`config.mk`:
```
export PLATFORM = sky130hd
export DESIGN_NAME = psl_slot_loader
export DESIGN_NICKNAME = d
export VERILOG_FILES = /design/src/rtl/psl_pkg.sv /design/src/rtl/psl_slot_loader.sv /design/src/rtl/psl_range_check.sv
export SDC_FILE = /design/constraint.sdc
export NUM_CORES = 1
export LEC_CHECK = 0
export BUFFER_PORTS_ARGS = -buffer_cell sky130_fd_sc_hd__buf_2
export CAP_MARGIN = 5
export CORE_MARGIN = 5
export CORE_UTILIZATION = 60
export DETAILED_ROUTE_END_ITERATION = 7
export GPL_TIMING_DRIVEN = 1
export HOLD_SLACK_MARGIN = 0.1
export PLACE_DENSITY = 0.85
export SYNTH_ARGS = -nofsm -noshare
export SYNTH_HDL_FRONTEND = slang
export SYNTH_SLANG_ARGS = --single-unit
```
`constraint.sdc`:
```
create_clock -name clk -period 5.3 [get_ports clk]
set_input_delay 0.265 -clock clk [delete_from_list [all_inputs] [get_ports clk]]
set_output_delay 0.265 -clock clk [all_outputs]
set_load 0.01 [all_outputs]
```
`src/rtl/psl_pkg.sv`:
```
// Constants shared by the period-slot loader: feedback byte map, field positions,
// selector codes, limits and reset values.
// Assumes a 10 MHz clock and one module cycle marked by a one-cycle strobe.
package psl_pkg;

  // Feedback register offsets (byte index)
  localparam logic [1:0] FB_ERROR_OFS  = 2'h0;
  localparam logic [1:0] FB_STATUS_OFS = 2'h1;
  localparam logic [1:0] FB_OUTPUT_OFS = 2'h2;
  localparam logic [1:0] FB_RSVD_OFS   = 2'h3;

  // Error byte bit positions
  localparam int ERR_SUPPLY_BIT  = 0;
  localparam int ERR_LOAD_BIT    = 2;
  localparam int ERR_OUTVAL_BIT  = 6;
  localparam int ERR_PARAM_BIT   = 7;
  // Status byte bit positions
  localparam int STS_ACK_BIT     = 2;
  localparam int CHANNEL_READY_BIT   = 4;
  localparam int STS_SWEN_BIT    = 5;
  // Output byte bit positions
  localparam int OUT_ACTIVE_BIT  = 0;
  localparam int OUT_STATE_BIT   = 1;

  // Own registers: control, interrupt status, interrupt mask, period readback, slot value
  localparam logic [3:0] CTRL_OFS       = 4'h4;
  localparam logic [3:0] IRQ_STATUS_OFS = 4'h5;
  localparam logic [3:0] IRQ_MASK_OFS   = 4'h6;
  localparam logic [3:0] RECORD_OFS     = 4'h7;
  localparam logic [3:0] SLOT_OFS       = 4'h8;
  // Control register fields
  localparam int CTRL_SEL_LSB    = 0;
  localparam int CTRL_MODE_BIT   = 4;
  localparam int CTRL_SWEN_BIT   = 5;
  localparam int CTRL_CLR_BIT    = 6;

  // Interrupt status bits
  localparam int IRQ_ACK_BIT     = 0;
  localparam int IRQ_LDERR_BIT   = 1;
  localparam int IRQ_PVERR_BIT   = 2;
  localparam int IRQ_W           = 3;

  // Selector codes
  localparam logic [3:0] SEL_NONE   = 4'h0;
  localparam logic [3:0] SEL_PERIOD = 4'h1;

  // Period limits in microseconds
  localparam logic [31:0] PERIOD_MIN_FAST_US = 32'h0000_000A;  // 10 us
  localparam logic [31:0] PERIOD_MIN_STD_US  = 32'h0000_0064;  // 100 us
  localparam logic [31:0] PERIOD_MIN_SLOW_US = 32'h0000_2710;  // 10 000 us
  localparam logic [31:0] PERIOD_MAX_US      = 32'h0098_9680;  // 10 000 000 us

  // Reset / restart values
  localparam logic [31:0] PERIOD_RESET_US = 32'h0000_03E8;     // Default period, plain value
  localparam logic [3:0]  SEL_RESET       = 4'h0;

  // Range selection for lower period limit
  typedef enum logic [1:0]
  {
    PSL_RANGE_FAST = 2'b00,
    PSL_RANGE_STD  = 2'b01,
    PSL_RANGE_SLOW = 2'b11
  } psl_range_t;

endpackage : psl_pkg

```
`src/rtl/psl_slot_loader.sv`:
```
// Secondary-parameter slot loader of one PWM channel, with feedback bytes.
// Assumes a module-cycle strobe from the same clock domain and a simple
// register port driven by a master on this clock.
//
// What this block does
// - Individual mode loads the slot value only when the selector changes.
// - Individual mode toggles the load acknowledge on each accepted selector change.
// - Invalid selector sets load error until error clear; program reloads afterwards.
// - Individual loads show in the record readback and vanish on warm restart.
// - Cyclic mode samples and applies the slot every module cycle per selector.
// - Cyclic mode never touches the load acknowledge.
// - Cyclic out-of-range value sets value error; clears itself when valid.
// - Out-of-range cyclic value ignored; last valid value stays in use.
// - Cyclic mode leaves the record alone; selector change keeps last applied one.
// - After cyclic ends, applied values hold until next load or restart.
// - Period accepted from the selected lower limit up to 10 000 000 us.
// - Individual mode change to selector 0 also toggles the acknowledge.
// - Sequence active only while the software enable has been seen.
//
// Chosen here: the plain strobed port.
`timescale 1ns/10ps
module psl_slot_loader
(
  input  wire logic                clk,
  input  wire logic                rst_n,
  input  wire logic                clk_en,
  input  wire logic                module_cycle,
  input  wire logic                warm_restart,
  input  wire logic                stop_to_run,
  input  wire logic                pwm_mode,
  input  wire psl_pkg::psl_range_t range_sel,
  input  wire logic                supply_missing_pin,
  input  wire logic                output_value_error,
  input  wire logic                channel_ready,
  input  wire logic                output_a_state,
  input  wire logic                sequence_running,
  input  wire logic          [3:0] reg_addr,
  input  wire logic         [31:0] reg_wdata,
  input  wire logic                reg_write,
  input  wire logic                reg_read,
  output logic              [31:0] reg_rdata,
  output logic              [31:0] period_us,
  output logic                     irq
);
  import psl_pkg::*;

  // Control written by software
  logic [3:0]         param_selector;
  logic               cyclic_mode;
  logic               sw_enable;
  logic [31:0]        slot_value;
  // Sampled state, plus the combinational interrupt events
  logic [3:0]         prev_selector;
  logic [3:0]         applied_selector;
  logic [31:0]        record_period;
  logic               param_load_ack;
  logic               load_error;
  logic               param_value_error;
  logic               sw_enable_seen;
  logic               supply_meta;
  logic               supply_missing;
  logic [IRQ_W-1:0]   irq_status;
  logic [IRQ_W-1:0]   irq_mask;
  logic [IRQ_W-1:0]   irq_event;
  // Combinational decode
  logic               slot_in_range;
  logic               selector_changed;
  logic               sel_valid;
  logic               indiv_take;
  logic               indiv_bad;
  logic               indiv_reject;
  logic               cyc_period;
  logic               error_clear;
  logic [7:0]         fb_error;
  logic [7:0]         fb_status;
  logic [7:0]         fb_output;

  psl_range_check u_range
  (
    .value     (slot_value),
    .range_sel (range_sel),
    .in_range  (slot_in_range)
  );

  // Change seen only at module cycle sampling points
  assign selector_changed = module_cycle && (param_selector != prev_selector);
  // Code 0 always valid, code 1 only in PWM, the rest reserved
  assign sel_valid  = (param_selector == SEL_NONE) ||
                      ((param_selector == SEL_PERIOD) && pwm_mode);
  assign indiv_take = !cyclic_mode && selector_changed && sel_valid;
  assign indiv_bad  = !cyclic_mode && selector_changed && !sel_valid;
  assign indiv_reject = indiv_take && (param_selector == SEL_PERIOD) && !slot_in_range;
  // Cyclic period use: code already applied, or picked up fresh from code 0
  assign cyc_period  = cyclic_mode && module_cycle && pwm_mode &&
                       ((applied_selector == SEL_PERIOD) ||
                        ((applied_selector == SEL_NONE) && (param_selector == SEL_PERIOD)));
  assign error_clear = clk_en && reg_write && (reg_addr == CTRL_OFS) && reg_wdata[CTRL_CLR_BIT];

  // Software control register and slot value
  always_ff @(posedge clk)
  begin
    if (!rst_n)
    begin
      param_selector <= SEL_RESET;
      cyclic_mode    <= 1'b0;
      sw_enable      <= 1'b0;
      slot_value     <= PERIOD_RESET_US;
    end
    else if (clk_en && reg_write)
    begin
      if (reg_addr == CTRL_OFS)
      begin
        param_selector <= reg_wdata[CTRL_SEL_LSB +: 4];
        cyclic_mode    <= reg_wdata[CTRL_MODE_BIT];
        sw_enable      <= reg_wdata[CTRL_SWEN_BIT];
      end
      if (reg_addr == SLOT_OFS)
      begin
        slot_value <= reg_wdata;
      end
    end
  end

  // Previous-cycle selector sample
  always_ff @(posedge clk)
  begin
    if (!rst_n)
    begin
      prev_selector <= SEL_RESET;
    end
    else if (clk_en && module_cycle)
    begin
      prev_selector <= param_selector;
    end
  end

  // Applied period and selector in effect
  always_ff @(posedge clk)
  begin
    if (!rst_n)
    begin
      period_us        <= PERIOD_RESET_US;
      applied_selector <= SEL_RESET;
    end
    else if (clk_en)
    begin
      if (stop_to_run)
      begin
        // Restart drops any runtime change
        period_us        <= PERIOD_RESET_US;
        applied_selector <= SEL_RESET;
      end
      else if (indiv_take)
      begin
        applied_selector <= param_selector;
        if ((param_selector == SEL_PERIOD) && slot_in_range)
        begin
          period_us <= slot_value;
        end
      end
      else if (cyc_period)
      begin
        // Selector changes in cyclic mode do not retarget the slot
        applied_selector <= SEL_PERIOD;
        if (slot_in_range)
        begin
          period_us <= slot_value;
        end
      end
    end
  end

  // Parameter record readback copy, individual loads only
  always_ff @(posedge clk)
  begin
    if (!rst_n)
    begin
      record_period <= PERIOD_RESET_US;
    end
    else if (clk_en)
    begin
      if (warm_restart)
      begin
        record_period <= PERIOD_RESET_US;
      end
      else if (indiv_take && (param_selector == SEL_PERIOD) && slot_in_range)
      begin
        record_period <= slot_value;
      end
    end
  end

  // Acknowledge toggle, individual mode only
  always_ff @(posedge clk)
  begin
    if (!rst_n)
    begin
      param_load_ack <= 1'b0;
    end
    else if (clk_en && indiv_take && !indiv_reject)
    begin
      // Selector 0 is acknowledged too; cyclic mode never gets here
      param_load_ack <= !param_load_ack;
    end
  end

  // Load error: set by bad selector or out-of-range period load, held until error clear; set wins
  always_ff @(posedge clk)
  begin
    if (!rst_n)
    begin
      load_error <= 1'b0;
    end
    else if (clk_en)
    begin
      if (indiv_bad || indiv_reject)
      begin
        load_error <= 1'b1;
      end
      else if (error_clear)
      begin
        load_error <= 1'b0;
      end
    end
  end

  // Value error tracks the cyclic slot each module cycle
  always_ff @(posedge clk)
  begin
    if (!rst_n)
    begin
      param_value_error <= 1'b0;
    end
    else if (clk_en && module_cycle)
    begin
      param_value_error <= cyc_period && !slot_in_range;
    end
  end

  // Software enable level sampled at each module cycle
  always_ff @(posedge clk)
  begin
    if (!rst_n)
    begin
      sw_enable_seen <= 1'b0;
    end
    else if (clk_en && module_cycle)
    begin
      sw_enable_seen <= sw_enable;
    end
  end

  // Supply pin comes from outside the clock domain
  always_ff @(posedge clk)
  begin
    if (!rst_n)
    begin
      supply_meta    <= 1'b0;
      supply_missing <= 1'b0;
    end
    else if (clk_en)
    begin
      supply_meta    <= supply_missing_pin;
      supply_missing <= supply_meta;
    end
  end

  // Feedback bytes
  always_comb
  begin
    fb_error                  = 8'h00;
    fb_error[ERR_SUPPLY_BIT]  = supply_missing;
    fb_error[ERR_LOAD_BIT]    = load_error;
    fb_error[ERR_OUTVAL_BIT]  = output_value_error;
    fb_error[ERR_PARAM_BIT]   = param_value_error;
    fb_status                 = 8'h00;
    fb_status[STS_ACK_BIT]    = param_load_ack;
    fb_status[CHANNEL_READY_BIT]  = channel_ready;
    fb_status[STS_SWEN_BIT]   = sw_enable_seen;
    fb_output                 = 8'h00;
    fb_output[OUT_ACTIVE_BIT] = sequence_running && sw_enable_seen;
    fb_output[OUT_STATE_BIT]  = output_a_state;
  end

  // Interrupt events: ack toggle, bad selector, out-of-range cyclic value
  assign irq_event[IRQ_ACK_BIT]   = indiv_take && !indiv_reject;
  assign irq_event[IRQ_LDERR_BIT] = indiv_bad;
  assign irq_event[IRQ_PVERR_BIT] = cyc_period && !slot_in_range;

  // Sticky status, write one to clear; a new event beats the clear
  always_ff @(posedge clk)
  begin
    if (!rst_n)
    begin
      irq_status <= '0;
      irq_mask   <= '0;
    end
    else if (clk_en)
    begin
      if (reg_write && (reg_addr == IRQ_MASK_OFS))
      begin
        irq_mask <= reg_wdata[IRQ_W-1:0];
      end
      irq_status <= (irq_status & ~((reg_write && (reg_addr == IRQ_STATUS_OFS)) ?
                                    reg_wdata[IRQ_W-1:0] : {IRQ_W{1'b0}})) | irq_event;
    end
  end

  assign irq = |(irq_status & irq_mask);

  // Read data one cycle after the strobe, zero elsewhere and for unmapped
  always_ff @(posedge clk)
  begin
    if (!rst_n)
    begin
      reg_rdata <= 32'h0000_0000;
    end
    else if (clk_en)
    begin
      reg_rdata <= 32'h0000_0000;
      if (reg_read)
      begin
        case (reg_addr)
          {2'b00, FB_ERROR_OFS}:  reg_rdata <= {24'h00_0000, fb_error};
          {2'b00, FB_STATUS_OFS}: reg_rdata <= {24'h00_0000, fb_status};
          {2'b00, FB_OUTPUT_OFS}: reg_rdata <= {24'h00_0000, fb_output};
          CTRL_OFS:               reg_rdata <= {26'h000_0000, sw_enable, cyclic_mode,
                                                 param_selector};
          IRQ_STATUS_OFS:         reg_rdata <= {29'h0000_0000, irq_status};
          IRQ_MASK_OFS:           reg_rdata <= {29'h0000_0000, irq_mask};
          RECORD_OFS:             reg_rdata <= record_period;
          SLOT_OFS:               reg_rdata <= slot_value;
          default:                reg_rdata <= 32'h0000_0000;
        endcase
      end
    end
  end

endmodule : psl_slot_loader

```
`src/rtl/psl_range_check.sv`:
```
// Range checker for a period value against the selected lower limit.
// Assumes the value and range select are stable in the cycle they are used.
`timescale 1ns/10ps
module psl_range_check
(
  input  wire logic              [31:0] value,
  input  wire psl_pkg::psl_range_t      range_sel,
  output logic                          in_range
);
  import psl_pkg::*;

  logic [31:0] lower_limit;

  // Lower bound depends on output and speed mode
  always_comb
  begin
    case (range_sel)
      PSL_RANGE_FAST: lower_limit = PERIOD_MIN_FAST_US;
      PSL_RANGE_STD:  lower_limit = PERIOD_MIN_STD_US;
      PSL_RANGE_SLOW: lower_limit = PERIOD_MIN_SLOW_US;
      default:        lower_limit = PERIOD_MIN_SLOW_US;
    endcase
  end

  // Both limits inclusive
  assign in_range = (value >= lower_limit) && (value <= PERIOD_MAX_US);

endmodule : psl_range_check

```
==> impl_metrics.yaml <==
status:
  status: "finished, final reports clean"
grt:
  grt_overflow: 0
  grt_pass1_wl_um: 29800
  grt-busiest-layer: "met2"
  grt.met3_usage_pct: 6.05
  grtUsageTotal_pct: 28.5
  antenna_found_initial: 0
  use_met1_pct: 36.8
  grt_start_max_net_pins: 56
  first_global_vias: 6085
  grt.met2_usage_pct: 46.3
hold_path:
  min_path_type: "primary input to register"
  hold_start: "rst_n"
  hold_end: "slot_value[9]"
  holdPathStages: 2
synthesis:
  synth_area_leaders: "dfxtp_1 (48%), nand2_1 (7.0%), a21oi_1 (5.8%)"
  synth_top_area_cell: "dfxtp_1"
  ys_types: 56
  synth_fp_nets: 806
  syn-cell-area_um2: 6440
  synth_seq_area_share_pct: 47.9
  syn_inst: 744
  synth_edf_count: 0
  async_flop_share_pct: 0
  yosysWarnings: 0
  ys_ff_latch: 154
  synth_top_area_share_pct: 47.9
  synth-main-ff-cell: "dfxtp_1"
  avgSynthCellArea_um2: 8.65
detailed_routing:
  vias: 6187
  antenna_left: 0
  wl_per_cell_um: 17.9
  drc: 0
  drt_first_pass_iters: 8
  first_iter_violations: 699
  drt_wl_total_um: 18200
  routed_via_density: 6.08
clocking:
  cts_buffer_depth: 2
  cts_made_buffers: 17
  clk_pin_slew_ps: 60
  h-tree-depth: 4
  clock-sinks: 154
  cts-resized-gates: 0
  clock-root-buffer: "clkbuf_8"
  cts_tree: "built"
  postCtsSetupRepairBufs: 0
  clkLatencyLatePin_ps: 530
critical_path:
  r2r_setup_slack_ps: 2200
  crit_chain: "or4b_1, nor4_1, nand4_1, a21oi_2, and2_4, nand4_4, and3_1"
  slowest_delay_ps: 560
  startpoint_type: "register"
  cp-end-kind: "register"
  arrival_ps: 3510
  reg2reg_to: "record_period[25]"
  critPathRequiredTime_ps: 5720
  crit_path_top_delay_cell: "nand4_4"
  crit_type: "register to register"
  worstReg2RegStart: "slot_value[7]"
  crit_path_max_fanout: 32
  rr_worst_depth: 7
power:
  cellLeakagePower_uw: 0.00337
  ir_worst_vdd_uv: 159
  power_density_nw_per_um2: 309
timing:
  finalSetupViolCount: 0
  skew_ps: 8.03
  hold_viol: 0
  rsz0062_at_grt: "no"
  fin_crit_sh_pct: 58.4
  drv_slew: 0
  worstMarginPinSlew_ps: 1270
  post-route-min-period_ps: 3100
  clock.fmax_mhz: 323
  tns_ps: 0
  fin_ws_ps: 2200
  maxSlewHeadroom_pct: 15.3
run:
  maxCapViolCount: 0
place:
  io_buffers: 116
  hpwlAfterDp_um: 12000
  place_worst_setup_slack_ps: 2120
  gp_congestion: 0.910
floorplan:
  pin_count: 117
  dieArea_um2: 12900
  core_area_um2: 10400
  die_width_um: 114
  num_rows: 37
  start_util_pct: 61.8
  die_h_um: 114
final_layout:
  final_layout_size_suffix_gt1_share_pct: 18.6
  antenna_cells: 0
  nNetsFinal: 931
  synthToLayoutAreaGrowth_pct: 22.9
## layout make-up
class,instances,area (µm²)
clock inverter,13,121
timing repair buffer,156,971
sequential,154,3080
tap,136,170
multi-input combinational,519,3050
clock buffer,19,432
fill,741,2510
inverter,21,78.8
## placed cells by master, fill, tap and decap left out, types with 2 or more instances in the layout
cell type      netlist  routed
o22ai_1              4       4
and3_1              15      15
buf_4                0       4
inv_1               20      20
mux2i_1             37      37
and2_1              12      12
buf_2                6     116
ha_1                10      10
a22o_1              18      18
nor2_1              90      90
xnor2_1              4       4
o21a_1               4       4
o211ai_1             7       7
dfxtp_1            154     154
a211oi_1             5       5
a21boi_0             2       2
nor3_1               7       7
a21oi_1             75      74
clkinvlp_4           0       5
nand4b_1             3       3
nand4_1              2       2
clkbuf_8             0       2
inv_6                0       2
clkinv_4             0       3
a221oi_1             5       5
nand2b_1             6       6
nand2_1            120     120
nand3b_1             3       3
nand3_1             12      12
nor2b_1              5       4
o211a_1              2       2
clkinv_2             0       2
clkbuf_16            0      16
a21oi_2              2       3
o21ai_0              6       6
nor4_1               5       5
a222oi_1             3       3
dlygate4sd3_1        0      36
a22oi_1             34      34
## sequential cells by signal (all words and copies together), names as in the netlist, 3 cells and up
register / cells
irq_status: 3
applied_selector: 4
slot_value: 32
period_us: 32
irq_mask: 3
param_selector: 4
record_period: 32
prev_selector: 4
reg_rdata: 32
## synth_stat cells, types with 4 or more instances
| library cell | count |
|---|---|
| a22oi_1 | 34 |
| o21a_1 | 4 |
| buf_2 | 6 |
| nor3_1 | 7 |
| o211ai_1 | 7 |
| a221oi_1 | 5 |
| nand2b_1 | 6 |
| o22ai_1 | 4 |
| nand3_1 | 12 |
| clkbuf_1 | 30 |
| nand2_1 | 120 |
| dfxtp_1 | 154 |
| xnor2_1 | 4 |
| buf_6 | 5 |
| a21oi_1 | 75 |
| buf_1 | 8 |
| ha_1 | 10 |
| a22o_1 | 18 |
| nor2b_1 | 5 |
| o21ai_0 | 6 |
| a211oi_1 | 5 |
| and3_1 | 15 |
| inv_1 | 20 |
| nor2_1 | 90 |
| and2_1 | 12 |
| mux2i_1 | 37 |
| nor4_1 | 5 |
## power breakdown
| group | leakage [µW] | internal (µW) | switching (µW) |
|---|---|---|---|
| clock network | 0.000257 | 638 | 495 |
| registers | 0.00124 | 1160 | 5.72 |
| logic | 0.00187 | 54.3 | 88.0 |
| total | 0.00337 | 1850 | 588 |
## worst max-delay path by stage
stage | end | slack, ps | from | depth (start not counted)
after global placement | period_us[5] | 2280 | range_sel[1] | 11
final | record_period[25] | 2200 | slot_value[7] | 7
after global routing | period_us[6] | 1980 | slot_value[10] | 8
after detailed placement | period_us[6] | 2120 | range_sel[1] | 11
after floorplan | period_us[2] | 3140 | range_sel[1] | 11
after CTS | period_us[6] | 2270 | slot_value[17] | 7
## per-stage QoR
step	area (µm²)	cells	hold WS, ps	utilization [%]	total power, µW
after detailed placement	7000	950	442	67.2	1310
after CTS	7910	1018	105	75.9	2440
after global placement	7000	950	437	67.2	1310
after global routing	7910	1018	129	75.9	2520
after floorplan	6440	744	401	-	1270
final	7910	1018	136	75.9	2440
## repair_timing
item	4_1_cts	5_1_grt
endpoints found under the hold margin	49	0
endpoints found under the setup margin	0	0
hold buffers	36	0
## logic make-up after synthesis
kind of cell | share of synthesized area (%)
buffers and inverters | 4.86
and+or+nand+nor | 21.0
AOI/OAI and AO/OA | 18.0
xor gates and xnor gates | 0.544
DFF | 47.9
adders and majority gates | 1.94
muxes | 5.75
## worst max-delay path, delay by kind of cell, from the launching register on
| kind | cells | cell delay (ps) |
|---|---|---|
| simple gates | 6 | 2170 |
| compound gates | 1 | 260 |
| flops | 1 | 520 |
## metal layers
metal / share of wire [%] / vias to the layer above
met5: 0 / -
met4: 3.2 / 0
met3: 9.9 / 68
met2: 47 / 378
met1: 40 / 2895
li1: - / 2846
(Power assumes the default switching activity.)
